File: config.mk
export PLATFORM = sky130hd
export DESIGN_NAME = ccs_top
export DESIGN_NICKNAME = d
export VERILOG_FILES = /design/src/inc/ccs_pkg.sv /design/src/design/ccs_top.sv
export VERILOG_INCLUDE_DIRS = /design/src /design/src/inc
export SDC_FILE = /design/constraint.sdc
export NUM_CORES = 1
export LEC_CHECK = 0
export ABC_AREA = 0
export BUFFER_PORTS_ARGS = -buffer_cell sky130_fd_sc_hd__buf_2
export CAP_MARGIN = 25
export CORE_MARGIN = 3
export CORE_UTILIZATION = 35
export CTS_CLUSTER_DIAMETER = 40
export DETAILED_ROUTE_END_ITERATION = 7
export GPL_TIMING_DRIVEN = 1
export HOLD_SLACK_MARGIN = 0.12
export SYNTH_ARGS = -nofsm -noshare
export SYNTH_HDL_FRONTEND = slang
export SYNTH_SLANG_ARGS = --single-unit
File: constraint.sdc
create_clock -name clk_sys -period 6.8 [get_ports clk_sys]
set_clock_uncertainty 0.05 [all_clocks]
set_input_delay 0 -clock clk_sys [delete_from_list [all_inputs] [get_ports clk_sys]]
set_output_delay 0 -clock clk_sys [all_outputs]
set_load 0.05 [all_outputs]
File: src/inc/ccs_consts.svh
// register offsets, field positions, reset values and timing figures
// of the charge cycle sequencer; included by the top and the bench
`ifndef CCS_CONSTS_SVH
`define CCS_CONSTS_SVH

// ---------------------------------------------------------------
// register map (byte addresses on apb)
// ---------------------------------------------------------------
`define CCS_ADDR_CTRL     8'h00
`define CCS_ADDR_STATUS   8'h04
// control fields
`define CCS_C_CHG_EN      0
`define CCS_C_TERM_EN     1
`define CCS_C_TMR_EN      2
`define CCS_C_SLOW_EN     3
`define CCS_C_TMR_LEN     4
`define CCS_C_TOP_LO      5
`define CCS_C_TOP_HI      6
`define CCS_C_WARM_SEL    7
`define CCS_C_COOL_SEL    8
`define CCS_C_SW_OFF      9
`define CCS_C_SW_DLY      10
`define CCS_C_RESTORE     11
`define CCS_CTRL_RST      11'h01f
// status fields
`define CCS_S_TOP_RUN     2
`define CCS_S_FAULT_LO    3
`define CCS_S_SRC_LO      5
`define CCS_S_NTC         8
`define CCS_S_VLIM        9
`define CCS_S_ILIM        10
`define CCS_S_MINSYS      11
`define CCS_S_THREG       12

// ---------------------------------------------------------------
// encodings
// ---------------------------------------------------------------
`define CCS_PH_OFF        2'h0
`define CCS_PH_PRE        2'h1
`define CCS_PH_FAST       2'h2
`define CCS_PH_DONE       2'h3
`define CCS_FLT_TIMER     2'h3
`define CCS_SRC_BOOST     3'h7
`define CCS_SRC_NONE      3'h0

// ---------------------------------------------------------------
// timing
// ---------------------------------------------------------------
`define CCS_CLK_NS        100
`define CCS_CLK_HZ        10000000
`define CCS_INT_PULSE_NS  256000
`define CCS_MINUTE_S      60
`define CCS_SHIP_DLY_S    10
`define CCS_LIM_LOWV_MIN  10'd120
`define CCS_LIM_SHORT_MIN 10'd300
`define CCS_LIM_LONG_MIN  10'd600
`define CCS_TOP_STEP_MIN  10'd15

`endif

File: src/inc/ccs_pkg.sv
// types of the charge cycle sequencer: sensed levels, drive outputs,
// charge states and the whole register state of the top module
package ccs_pkg;

  // comparator and pin levels coming from the analog side
  typedef struct packed {
    logic       ce_n;
    logic       conv_on;
    logic       vbat_lt_short;
    logic       vbat_lt_pre;
    logic       vbat_lt_lowv;
    logic       vbat_gt_rechg;
    logic       ichg_lt_term;
    logic       vdpm;
    logic       idpm;
    logic       therm_reg;
    logic       ts_in_win;
    logic       ts_cool;
    logic       ts_warm;
    logic       ts_in_boost_win;
    logic       boost_mode;
    logic       sys_at_min;
    logic [2:0] vbus_type;
  } ccs_sense_t;

  // levels driven toward the analog side
  typedef struct packed {
    logic       chg_on;
    logic [1:0] cur_sel;
    logic [1:0] cool_sel;
    logic       vreg_4v1;
    logic       boost_suspend;
    logic       batt_switch_on;
  } ccs_drive_t;

  typedef enum logic [2:0] {
    CCS_OFF,
    CCS_CHG,
    CCS_TOPOFF,
    CCS_DONE,
    CCS_TFAULT
  } ccs_chg_t;

  typedef struct packed {
    ccs_sense_t  s1;
    ccs_sense_t  s2;
    logic [10:0] ctrl;
    ccs_chg_t    chg;
    logic        en;
    logic [1:0]  phase;
    logic [1:0]  fault;
    logic [31:0] presc;
    logic        half;
    logic [9:0]  safe_min;
    logic [9:0]  top_min;
    logic [9:0]  top_len;
    logic [11:0] int_cnt;
    logic        int_pend;
    logic [31:0] ship_cnt;
    logic        ship_open;
    logic [31:0] prdata;
    logic        pslverr;
    ccs_drive_t  drv;
  } ccs_state_t;

endpackage

File: src/design/ccs_top.sv
// charge cycle sequencer: phase selection, termination, top-off and
// safety timers, temperature bands, shipping switch-off, apb registers
// assumes analog comparator levels arrive asynchronous to clk_sys
//
// Overview of operation
// - phase chosen from battery voltage throughout the charge
// - dpm or thermal regulation: no termination, slow timer
// - terminate on voltage and current, open switch
// - termination sets status 11 and interrupts
// - top-off timer follows safety timer pause, slowdown
// - top-off running flag readable with phase
// - top-off reset on enable, termination, restore
// - top-off length latched at termination
// - interrupt at top-off start and expiry
// - charge only inside thermistor window, else suspend
// - warm voltage select, cool current select
// - no termination in cool or warm band
// - boost thermistor fault suspends boost, status 000
// - safety limit 2 hours low, 10 hours above
// - safety expiry sets fault 11, interrupts
// - timer length programmable, timer can be disabled
// - half rate in regulation unless slowdown disabled
// - timer paused in fault, reset on restart
// - minimum system regulation flag
// - input voltage and current limit flags
// - battery switch off now or delayed
// - phase codes 00 off 01 pre 10 fast 11 done
// - each event a low 256 us pulse
//
// Our own choices: the register addresses and the APB slave port.
`timescale 1ns/100ps
`include "ccs_consts.svh"

module ccs_top #(
  parameter logic [31:0] MINUTE_CYCLES = `CCS_MINUTE_S * `CCS_CLK_HZ,
  parameter logic [31:0] SHIP_CYCLES   = `CCS_SHIP_DLY_S * `CCS_CLK_HZ
) (
  input  wire logic               clk_sys,
  input  wire logic               resetn,
  input  wire logic               psel,
  input  wire logic               penable,
  input  wire logic               pwrite,
  input  wire logic [7:0]         paddr,
  input  wire logic [31:0]        pwdata,
  output logic [31:0]             prdata,
  output logic                    pready,
  output logic                    pslverr,
  input  wire ccs_pkg::ccs_sense_t sense,
  output ccs_pkg::ccs_drive_t     drive,
  output logic                    int_n
);

  // ---------------------------------------------------------------
  // constants and state
  // ---------------------------------------------------------------
  localparam int INT_CYC = (`CCS_INT_PULSE_NS + `CCS_CLK_NS - 1)
                           / `CCS_CLK_NS;
  localparam logic [11:0] INT_LEN = 12'(INT_CYC);

  ccs_pkg::ccs_state_t s_q;
  ccs_pkg::ccs_state_t s_d;

  assign pready  = 1'b1;
  assign prdata  = s_q.prdata;
  assign pslverr = s_q.pslverr;
  assign drive   = s_q.drv;
  assign int_n   = (s_q.int_cnt == 12'h000);

  // ---------------------------------------------------------------
  // next state
  // ---------------------------------------------------------------
  always_comb
  begin
    ccs_pkg::ccs_sense_t sn;
    logic                en;
    logic                tick;
    logic                pause;
    logic                slow;
    logic                adv;
    logic                term_ok;
    logic                ev;
    logic                bfault;
    logic [9:0]          limit;
    logic [31:0]         rd;
    logic                setup;
    sn      = s_q.s2;
    en      = 1'b0;
    tick    = 1'b0;
    pause   = 1'b0;
    slow    = 1'b0;
    adv     = 1'b0;
    term_ok = 1'b0;
    ev      = 1'b0;
    bfault  = 1'b0;
    limit   = 10'h000;
    rd      = 32'h0000_0000;
    setup   = psel & ~penable;
    s_d     = s_q;

    // pins are asynchronous: two stages before any use
    s_d.s1 = sense;
    s_d.s2 = s_q.s1;

    // apb write; restore reloads defaults and leaves no trace
    if (psel && penable && pwrite && paddr == `CCS_ADDR_CTRL)
    begin
      if (pwdata[`CCS_C_RESTORE])
        s_d.ctrl = `CCS_CTRL_RST;
      else
        s_d.ctrl = pwdata[10:0];
    end

    // minute prescaler shared by both timers
    if (s_q.presc == MINUTE_CYCLES - 32'h1)
    begin
      s_d.presc = 32'h0;
      tick      = 1'b1;
    end
    else
      s_d.presc = s_q.presc + 32'h1;

    en = s_q.ctrl[`CCS_C_CHG_EN] & ~sn.ce_n & sn.conv_on
         & ~s_q.ctrl[`CCS_C_SW_OFF];
    s_d.en = en;
    pause  = ~sn.ts_in_win;
    slow   = s_q.ctrl[`CCS_C_SLOW_EN]
             & (sn.vdpm | sn.idpm | sn.ts_cool | sn.therm_reg);
    if (tick && !pause && slow)
      s_d.half = ~s_q.half;
    adv = tick & ~pause & (~slow | s_q.half);

    if (sn.vbat_lt_lowv)
      limit = `CCS_LIM_LOWV_MIN;
    else if (s_q.ctrl[`CCS_C_TMR_LEN])
      limit = `CCS_LIM_LONG_MIN;
    else
      limit = `CCS_LIM_SHORT_MIN;

    // termination blocked by regulation, bands or host choice
    term_ok = sn.vbat_gt_rechg & sn.ichg_lt_term
              & s_q.ctrl[`CCS_C_TERM_EN]
              & ~sn.vdpm & ~sn.idpm & ~sn.therm_reg
              & ~sn.ts_cool & ~sn.ts_warm & sn.ts_in_win;

    // ---------------------------------------------------------------
    // charge cycle
    // ---------------------------------------------------------------
    case (s_q.chg)
      ccs_pkg::CCS_OFF:
      begin
        s_d.phase    = `CCS_PH_OFF;
        s_d.safe_min = 10'h000;
        s_d.top_min  = 10'h000;
        s_d.half     = 1'b0;
        if (en && sn.ts_in_win)
          s_d.chg = ccs_pkg::CCS_CHG;
      end
      ccs_pkg::CCS_CHG:
      begin
        if (sn.vbat_lt_pre)
          s_d.phase = `CCS_PH_PRE;
        else
          s_d.phase = `CCS_PH_FAST;
        if (adv)
          s_d.safe_min = s_q.safe_min + 10'h001;
        if (s_q.ctrl[`CCS_C_TMR_EN] && s_q.safe_min >= limit)
        begin
          s_d.chg   = ccs_pkg::CCS_TFAULT;
          s_d.fault = `CCS_FLT_TIMER;
          ev        = 1'b1;
        end
        else if (term_ok)
        begin
          s_d.phase   = `CCS_PH_DONE;
          s_d.top_min = 10'h000;
          s_d.top_len = 10'(s_q.ctrl[`CCS_C_TOP_HI:`CCS_C_TOP_LO])
                        * `CCS_TOP_STEP_MIN;
          ev          = 1'b1;
          if (s_q.ctrl[`CCS_C_TOP_HI:`CCS_C_TOP_LO] != 2'h0)
            s_d.chg = ccs_pkg::CCS_TOPOFF;
          else
            s_d.chg = ccs_pkg::CCS_DONE;
        end
      end
      ccs_pkg::CCS_TOPOFF:
      begin
        if (adv)
          s_d.top_min = s_q.top_min + 10'h001;
        if (s_q.top_min >= s_q.top_len)
        begin
          s_d.chg = ccs_pkg::CCS_DONE;
          ev      = 1'b1;
        end
      end
      ccs_pkg::CCS_DONE:
      begin
        // recharge starts a fresh cycle with a fresh top-off length
        if (!sn.vbat_gt_rechg)
        begin
          s_d.chg      = ccs_pkg::CCS_CHG;
          s_d.safe_min = 10'h000;
        end
      end
      ccs_pkg::CCS_TFAULT:
        s_d.fault = `CCS_FLT_TIMER;
      default:
        s_d.chg = ccs_pkg::CCS_OFF;
    endcase
    // disable wins over any state; restart clears timers and fault
    if (!en)
    begin
      s_d.chg   = ccs_pkg::CCS_OFF;
      s_d.fault = 2'h0;
    end
    if (psel && penable && pwrite && paddr == `CCS_ADDR_CTRL
        && pwdata[`CCS_C_RESTORE])
      s_d.top_min = 10'h000;

    // ---------------------------------------------------------------
    // interrupt pulse; an event during a pulse is held, not lost
    // ---------------------------------------------------------------
    bfault = sn.boost_mode & ~sn.ts_in_boost_win;
    // last cycle's fault level is the registered suspend drive
    if (bfault && !s_q.drv.boost_suspend)
      ev = 1'b1;
    if (s_q.int_cnt != 12'h000)
    begin
      s_d.int_cnt = s_q.int_cnt - 12'h001;
      if (ev)
        s_d.int_pend = 1'b1;
    end
    else if (ev || s_q.int_pend)
    begin
      s_d.int_cnt  = INT_LEN;
      s_d.int_pend = 1'b0;
    end

    // ---------------------------------------------------------------
    // shipping switch-off
    // ---------------------------------------------------------------
    if (!s_q.ctrl[`CCS_C_SW_OFF])
    begin
      s_d.ship_cnt  = 32'h0;
      s_d.ship_open = 1'b0;
    end
    else if (!s_q.ctrl[`CCS_C_SW_DLY])
      s_d.ship_open = 1'b1;
    else if (s_q.ship_cnt >= SHIP_CYCLES - 32'h1)
      s_d.ship_open = 1'b1;
    else
      s_d.ship_cnt = s_q.ship_cnt + 32'h1;

    // ---------------------------------------------------------------
    // drive toward the power stage
    // ---------------------------------------------------------------
    s_d.drv.chg_on = (s_q.chg == ccs_pkg::CCS_CHG
                      || s_q.chg == ccs_pkg::CCS_TOPOFF)
                     && sn.ts_in_win;
    if (sn.vbat_lt_short)
      s_d.drv.cur_sel = 2'h1;
    else if (sn.vbat_lt_pre)
      s_d.drv.cur_sel = 2'h2;
    else
      s_d.drv.cur_sel = 2'h3;
    if (!sn.ts_cool)
      s_d.drv.cool_sel = 2'h0;
    else if (s_q.ctrl[`CCS_C_COOL_SEL])
      s_d.drv.cool_sel = 2'h2;
    else
      s_d.drv.cool_sel = 2'h1;
    s_d.drv.vreg_4v1 = sn.ts_warm & s_q.ctrl[`CCS_C_WARM_SEL];
    s_d.drv.boost_suspend  = bfault;
    s_d.drv.batt_switch_on = ~s_q.ship_open
                             & (s_q.chg != ccs_pkg::CCS_DONE);

    // ---------------------------------------------------------------
    // apb read data, captured in the setup cycle
    // ---------------------------------------------------------------
    rd[1:0]                 = s_q.phase;
    rd[`CCS_S_TOP_RUN]      = (s_q.chg == ccs_pkg::CCS_TOPOFF);
    rd[`CCS_S_FAULT_LO+:2]  = s_q.fault;
    if (bfault)
      rd[`CCS_S_SRC_LO+:3]  = `CCS_SRC_NONE;
    else if (sn.boost_mode)
      rd[`CCS_S_SRC_LO+:3]  = `CCS_SRC_BOOST;
    else
      rd[`CCS_S_SRC_LO+:3]  = sn.vbus_type;
    rd[`CCS_S_NTC]          = bfault;
    rd[`CCS_S_VLIM]         = sn.vdpm;
    rd[`CCS_S_ILIM]         = sn.idpm;
    rd[`CCS_S_MINSYS]       = sn.sys_at_min;
    rd[`CCS_S_THREG]        = sn.therm_reg;
    if (setup)
    begin
      s_d.pslverr = 1'b0;
      s_d.prdata  = 32'h0000_0000;
      if (paddr == `CCS_ADDR_CTRL)
        s_d.prdata = {21'h0, s_q.ctrl};
      else if (paddr == `CCS_ADDR_STATUS)
        s_d.prdata = pwrite ? 32'h0000_0000 : rd;
      else
        s_d.pslverr = 1'b1;
      if (pwrite && paddr == `CCS_ADDR_STATUS)
        s_d.pslverr = 1'b1;
    end
  end

  always_ff @(posedge clk_sys)
  begin
    if (!resetn)
    begin
      s_q      <= '0;
      s_q.ctrl <= `CCS_CTRL_RST;
      s_q.chg  <= ccs_pkg::CCS_OFF;
    end
    else
      s_q <= s_d;
  end

  // ---------------------------------------------------------------
  // checks
  // ---------------------------------------------------------------
  logic [11:0] low_len_q;

  always_ff @(posedge clk_sys)
  begin
    if (!resetn || int_n)
      low_len_q <= 12'h000;
    else
      low_len_q <= low_len_q + 12'h001;
  end

  chk_int_width: assert property (
    @(posedge clk_sys) disable iff (!resetn)
    $rose(int_n) |-> low_len_q == INT_LEN)
    else $error("interrupt pulse length wrong");

  chk_term_status: assert property (
    @(posedge clk_sys) disable iff (!resetn)
    (s_q.chg == ccs_pkg::CCS_CHG && s_d.chg == ccs_pkg::CCS_DONE && s_q.en)
    |=> s_q.phase == `CCS_PH_DONE && (!int_n || s_q.int_pend))
    else $error("termination status or pulse missing");

  chk_term_block: assert property (
    @(posedge clk_sys) disable iff (!resetn)
    (s_q.chg == ccs_pkg::CCS_CHG && (s_q.s2.vdpm || s_q.s2.ts_cool
     || s_q.s2.ts_warm || s_q.s2.therm_reg || s_q.s2.idpm))
    |=> s_q.chg != ccs_pkg::CCS_DONE && s_q.chg != ccs_pkg::CCS_TOPOFF)
    else $error("termination during regulation or band");

  chk_timer_fault: assert property (
    @(posedge clk_sys) disable iff (!resetn)
    $rose(s_q.chg == ccs_pkg::CCS_TFAULT)
    |-> s_q.fault == `CCS_FLT_TIMER && (!int_n || s_q.int_pend))
    else $error("safety expiry not reported");

  chk_pend_fire: assert property (
    @(posedge clk_sys) disable iff (!resetn)
    (int_n && s_q.int_pend) |=> !int_n)
    else $error("queued interrupt pulse not sent");

  chk_timer_off: assert property (
    @(posedge clk_sys) disable iff (!resetn)
    (s_q.chg == ccs_pkg::CCS_CHG && !s_q.ctrl[`CCS_C_TMR_EN])
    |=> s_q.chg != ccs_pkg::CCS_TFAULT)
    else $error("disabled safety timer expired");

  chk_restart_clear: assert property (
    @(posedge clk_sys) disable iff (!resetn)
    (s_q.chg == ccs_pkg::CCS_OFF && s_d.chg == ccs_pkg::CCS_CHG)
    |=> s_q.safe_min == 10'h000 && s_q.fault == 2'h0)
    else $error("safety timer not reset on restart");

  chk_ship_now: assert property (
    @(posedge clk_sys) disable iff (!resetn)
    ($rose(s_q.ctrl[`CCS_C_SW_OFF]) && !s_q.ctrl[`CCS_C_SW_DLY])
    |-> ##2 !drive.batt_switch_on)
    else $error("battery switch not opened at once");

  chk_boost_fault: assert property (
    @(posedge clk_sys) disable iff (!resetn)
    (s_q.s2.boost_mode && !s_q.s2.ts_in_boost_win)
    |=> drive.boost_suspend)
    else $error("boost not suspended on thermistor fault");

  chk_topoff_latch: assert property (
    @(posedge clk_sys) disable iff (!resetn)
    (s_q.chg == ccs_pkg::CCS_TOPOFF && s_d.chg == ccs_pkg::CCS_TOPOFF)
    |=> $stable(s_q.top_len))
    else $error("top-off length changed while running");

endmodule

==> results of run 1 <==
-- critical path, stage by stage, from the launching register on --
cell and delay [ns]:
dfxtp_1 0.34, inv_1 0.08, ha_1 0.18, or3b_1 0.43, or3_1 0.39, nor3_2 0.70
buf_2 0.40
-- registers in the layout (all words and copies together) (netlist names) --
name,count
s_d,19
pslverr,1
drive,8
s_q,140
prdata,13
-- synth_stat cells, types with 14 or more instances --
library cell and count:
and3_1 21, clkbuf_1 31, nor3b_1 15, a21oi_1 36, and2_1 50, nand2_1 69
nor2b_1 14, nand3_1 35, or3_1 19, mux2i_1 16, nand4_1 21, inv_1 29
nor2_1 81, buf_4 41, dfxtp_1 181, ha_1 19, xor2_1 20, xnor2_1 36
nor4_1 15, nor3_1 26, o21ai_0 22
-- timing repair --
| item | 4_1_cts | 5_1_grt |
|---|---|---|
| hold buffers | 50 | 0 |
| buffers inserted | 0 | 0 |
| hold endpoints to repair | 69 | 0 |
-- power by group --
group | switching [mW] | internal, mW
combinational | 0.180 | 0.121
clock | 0.496 | 0.504
sequential | 0.0337 | 1.11
total | 0.710 | 1.73
-- worst max-delay path by stage --
stage | end | depth (start not counted)
3_5_place_dp | s_q[105] | 10
3_3_place_gp | s_q[105] | 10
6_report | int_n | 6
2_1_floorplan | s_q[105] | 10
5_1_grt | s_q[66] | 5
4_1_cts | int_n | 6
-- cell families after synthesis --
group                    synth area share
other                            0.000917
flip-flops                          0.442
AND/OR/NAND/NOR                     0.268
AO/OA/AOI/OAI                       0.111
multiplexers                       0.0196
XOR/XNOR                           0.0599
buffers and inverters              0.0690
adder cells (fa/ha/maj)            0.0290
-- routing by layer --
layer | up-vias | track usage | part of all wire
li1 | 3344 | - | -
met1 | 3042 | 0.197 | 0.50
met2 | 102 | 0.225 | 0.45
met3 | 21 | 0.0276 | 0.031
met4 | 0 | 0.0434 | 0.014
met5 | - | 0 | 0
-- cell type report --
| type | count | share of cell area |
|---|---|---|
| Clock buffer | 17 | 0.0437 |
| Clock inverter | 15 | 0.0207 |
| Inverter | 31 | 0.0119 |
| Multi-Input combinational cell | 651 | 0.418 |
| Sequential cell | 181 | 0.372 |
| Tap cell | 313 | 0.0402 |
| Timing Repair Buffer | 124 | 0.0935 |
==> results by group, run 1 <==
Critical path
  – CP max FO: 16
  – R2R depth: 10
  – R2R setup slack: between 3 and 4 ns
  – Crit path kind: reg2out
  – R2r startpoint: s_q[162]
  – Startpoint Class: flip-flop
  – CP Capture Type: output port
  – Reg2reg end: s_q[105]
  – Worst setup path startpoint: s_q[75]
  – WP data required: about 6.8 ns
  – Crit path DAT: ~3 ns

Timing
  – Hold WS: between 0.1 and 0.15 ns
  – Final worst path period share: 0.442
  – Fmax: 333 MHz
  – TNS Setup: 0 ns
  – RSZ-0062 raised after global routing: no
  – Period minus WS final: between 3 and 4 ns
  – Relative slew slack: 0.378
  – Final Setup Violations: 0
  – Final worst slack: roughly 3.8 ns
  – Tightest Pin Transition: 0.931 ns
  – Hold Fails Final Rpt: 0
  – Final Max Slew Viols: 0

Placed design
  – Dpl cells: 1,249
  – Post-DP Area: approximately 8600 µm²
  – PortBufs: 66
  – Post-place setup slack: 3.87 ns
  – RePlAce Congestion: just under 0.9
  – HPWL Detailed: 12,000 µm

Power
  – Power, Total: 2.44 mW
  – Pwr Density: about 250 nW/µm²
  – Pleak: between 3 and 4 nW
  – Worst vdd ir: 0.150 mV

Route
  – Vias: between 6,000 and 7,000
  – DRT antenna net count: 0
  – Post-Route WL: 17,600 µm
  – DR vias/cell: a little under 5
  – DRC violations left: 0
  – DR iter-0 viols: roughly 460
  – DRT Pass-1 Iters: 5
  – DR WL/cell: between 10 and 15 µm

Global routing
  – First-pass GRT wire length: approximately 30,000 µm
  – Initial antenna violation count: 0
  – GRT Overall Usage: 0.142
  – Largest net degree at the start of global routing: 63
  – GR Overflow Total: 0
  – Vias in the first global route: ~6,200

Yosys
  – Top cells by area, synth: dfxtp_1, xnor2_1, and2_1, buf_4, nor2_1
  – Ys Warns: 0
  – Top-area cell type share of the netlist area: 0.442
  – Yosys reg bits: between 150 and 200
  – Top FF cell, synth: dfxtp_1
  – Post-synthesis cell count: 922
  – Post-synth EDFFs: 0
  – Unique cell type count in the Yosys netlist: 70
  – Post-synthesis sequential area ratio: 0.442
  – Syn_area_per_cell: 8.88 µm²
  – Ys async rst share: 0
  – Synth area leader: dfxtp_1
  – Syn Std Cell Area: between 8000 and 9000 µm²

Clock tree
  – Clock Tree Buf Depth: 2
  – CTS Sinks: about 180
  – Post-CTS Resized: 0
  – Root buf cell: clkbuf_16
  – Cts bufs inserted: 17
  – Worst-Skew Late Latency: 0.43 ns
  – CTS tree: built
  – Clock H-tree levels: 4
  – Reg clk slew, reported paths: around 0.08 ns

Finish
  – Layout cells sized above 1: 0.118
  – Commonest non-fill, non-tap cell in the layout: dfxtp_1
  – Final Non-Filler Cells: between 1,000 and 1,500
  – Multi-input logic area: between 4000 and 5000 µm²
  – Final #Nets: about 1,100
  – Core Util, Final: 0.427
  – Reg area: 3620 µm²
  – Most frequent cells in the layout: dfxtp_1, nor2_1, nand2_1
  – Fillers: between 2,000 and 2,500
  – # diodes: 0
  – Layout area overhead: 19.0%
  – Final instance area: just under 10,000 µm²

Floorplan
  – Die height: 159 µm
  – Chip width: ~160 µm
  – Die Footprint: 25,300 µm²
  – Core Area: around 23,000 µm²
  – Io pins: between 100 and 150
  – Initial Utilization: 0.358
  – Rows: between 50 and 60

Job
  – Max cap viols: 0

Min path
  – Worst hold path endpoint: prdata[4]
  – Tightest Hold Check Type: in2reg
  – Min-delay src: paddr[3]
  – Hold Path Depth: 6

Status
  – Outcome: finished, final reports clean
Power figures use the tool's default switching activity.
==> run 2, diff against run 1 <==
==> constraint.sdc (replaced) <==
create_clock -name clk_sys -period 2.8 [get_ports clk_sys]
set_clock_uncertainty 0.05 [all_clocks]
set_input_delay 0 -clock clk_sys [delete_from_list [all_inputs] [get_ports clk_sys]]
set_output_delay 0 -clock clk_sys [all_outputs]
set_load 0.05 [all_outputs]
==> results by group, run 2 (same netlist as run 1, synthesis figures left out) <==
Route
  – DRT Pass-1 Iters: 5 (unchanged)
  – DR WL/cell: 13.2 µm (+0.17%)
  – DR iter-0 viols: 333 (-27%)
  – Post-Route WL: 17,900 µm (+1.5%)
  – DRT antenna net count: 0 (unchanged)
  – DRC violations left: 0 (unchanged)
  – DR vias/cell: 4.86 (-0.61%)
  – Vias: 6,557 (+0.74%)

Critical path
  – Crit path DAT: 2.83 ns (-0.12 ns)
  – Slowest-stage cell, CP: dfxtp_1
  – CP Capture Type: flip-flop
  – Crit path kind: reg2reg
  – Critical Path, Cell by Cell: nor2b_1 > inv_1 > ha_1 > or3_1 > o221ai_1 > and2b_1 > a31oi_1 > buf_4 > or3_1 > a21oi_1
  – Cell mode on critical path: or3_1
  – Reg2reg end: s_q[103]
  – Max stage delay on crit path: 0.35 ns (-0.35 ns)
  – Setup crit end: s_q[103]
  – Startpoint Class: flip-flop
  – R2R depth: 10 (unchanged)
  – Worst setup path startpoint: s_q[162]
  – R2R setup slack: 0.27 ns (-3.59 ns)
  – CP max FO: 8 (-8)
  – WP data required: 3.10 ns (-3.65 ns)
  – R2r startpoint: s_q[162]

Clock tree
  – Clock Tree Buf Depth: 2 (unchanged)
  – CTS Sinks: 181 (unchanged)
  – CTS tree: built
  – Clock H-tree levels: 4 (unchanged)
  – Post-CTS setup buffers: 0 (unchanged)
  – Root buf cell: clkbuf_16
  – Cts bufs inserted: 17 (unchanged)
  – Reg clk slew, reported paths: 0.08 ns (about the same)
  – Worst-Skew Late Latency: 0.43 ns (about the same)

Timing
  – Final Setup Violations: 0 (unchanged)
  – RSZ-0062 raised after global routing: no
  – Final worst slack: 0.270 ns (-3.53 ns)
  – Tightest Pin Transition: 0.653 ns (-0.278 ns)
  – Relative slew slack: 0.559 (+0.181)
  – Final worst path period share: 0.904
  – Period minus WS final: between 2 and 3 ns
  – Fmax: approximately 400 MHz
  – Final Max Slew Viols: 0 (unchanged)
  – TNS Setup: 0 ns (unchanged)
  – Hold Fails Final Rpt: 0 (unchanged)

Global routing
  – First-pass GRT wire length: 30,800 µm (+2.0%)
  – Largest net degree at the start of global routing: 68 (+7.9%)
  – Initial antenna violation count: 0 (unchanged)
  – GR Overflow Total: 0 (unchanged)
  – Vias in the first global route: 6,295 (+1.9%)
  – GRT Overall Usage: 0.144 (+0.00186)

Placed design
  – HPWL Detailed: 12,300 µm (+2.9%)
  – PortBufs: 66 (unchanged)
  – RePlAce Congestion: 0.839 (-3.0%)
  – Post-place setup slack: 0.281 ns (-3.59 ns)

Floorplan
  – Die height: 159 µm (unchanged)
  – Chip width: 159 µm (unchanged)
  – Io pins: 107 (unchanged)
  – Die Footprint: 25,300 µm² (unchanged)
  – Core Area: 22,800 µm² (unchanged)
  – Initial Utilization: 0.358 (unchanged)
  – Rows: 55 (unchanged)

Finish
  – Max reg flops: 140 (unchanged)
  – # diodes: 0 (unchanged)
  – Most frequent cells in the layout: dfxtp_1, nor2_1, nand2_1
  – Layout area overhead: 21.0%
  – Commonest non-fill, non-tap cell in the layout: dfxtp_1
  – Layout cells sized above 1: 0.134 (+0.0163)
  – Top reg by flops: s_q
  – Core Util, Final: 0.434 (+0.00723)
  – Reg area: 3620 µm² (unchanged)
  – Final #Nets: 1,107 (+1.7%)
  – Fillers: 2,286 (-1.2%)
  – Multi-input logic area: 4080 µm² (unchanged)

Power
  – Worst vdd ir: 0.380 mV (+150%)
  – Pleak: 3.75 nW (+3.0%)
  – Pwr Density: 611 nW/µm² (+140%)

Min path
  – Min-delay src: paddr[6]
  – Tightest Hold Check Type: in2reg

Job
  – Max cap viols: 0 (unchanged)

Status
  – Outcome: finished, final reports clean
## run 2: cell count changes in the layout (fill, tap and decap cells not counted)
cell,change
clkinv_8,-4
clkinv_4,-1
inv_8,+1
dlygate4sd3_1,-1
inv_12,+6
buf_12,+1
buf_4,+18
clkinvlp_4,-2
## run 2: final cells by class
cell class                 instances  area share
timing repair buffer             142       0.107
multi-input combinational        651       0.411
clock buffer                      17      0.0429
tap                              313      0.0395
clock inverter                    15      0.0223
sequential                       181       0.366
inverter                          31      0.0117
## run 2: power breakdown
group / total, mW / switching, mW / internal [mW]
Clock: 2.54 / 1.27 / 1.27
Combinational: 0.747 / 0.440 / 0.307
Sequential: 2.77 / 0.0855 / 2.69
Total: 6.06 / 1.79 / 4.26
## run 2: worst min-delay path by stage
stage                 to  depth (start not counted)
3_5_place_dp    s_d[184]                          2
3_3_place_gp    s_d[174]                          2
5_1_grt        prdata[3]                          6
4_1_cts        prdata[3]                          6
6_report       prdata[4]                          6
2_1_floorplan   s_d[169]                          1
## run 2: what timing repair did
item                      CTS  global route
gates resized for setup     0             0
hold buffers               49             0
hold endpoints to repair   69             0
## run 2: per-stage QoR
step	cells	hold WS (ns)	area, µm²	total power [mW]
6_report	1350	0.174	9910	6.06
5_1_grt	1350	0.194	9910	6.33
4_1_cts	1349	0.153	9880	6.12
3_5_place_dp	1268	0.158	8740	3.54
3_3_place_gp	1268	0.157	8740	3.53
2_1_floorplan	940	0.0773	8260	3.40
## run 2: critical path, delay by kind of cell, from the launching register on
kind	cells	cell delay (ns)
adder cells (fa/ha/maj)	1	0.18
AO/OA/AOI/OAI	3	0.54
AND/OR/NAND/NOR	4	1.05
buffers and inverters	2	0.29
flip-flops	1	0.35
## run 2: per-layer routing
layer / GRT usage / vias to the layer above / wire (µm)
met5: 0 / - / 0
met4: 0.0406 / 0 / 228
met3: 0.0320 / 14 / 644
met2: 0.235 / 115 / 8250
met1: 0.192 / 3034 / 8750
li1: - / 3394 / -
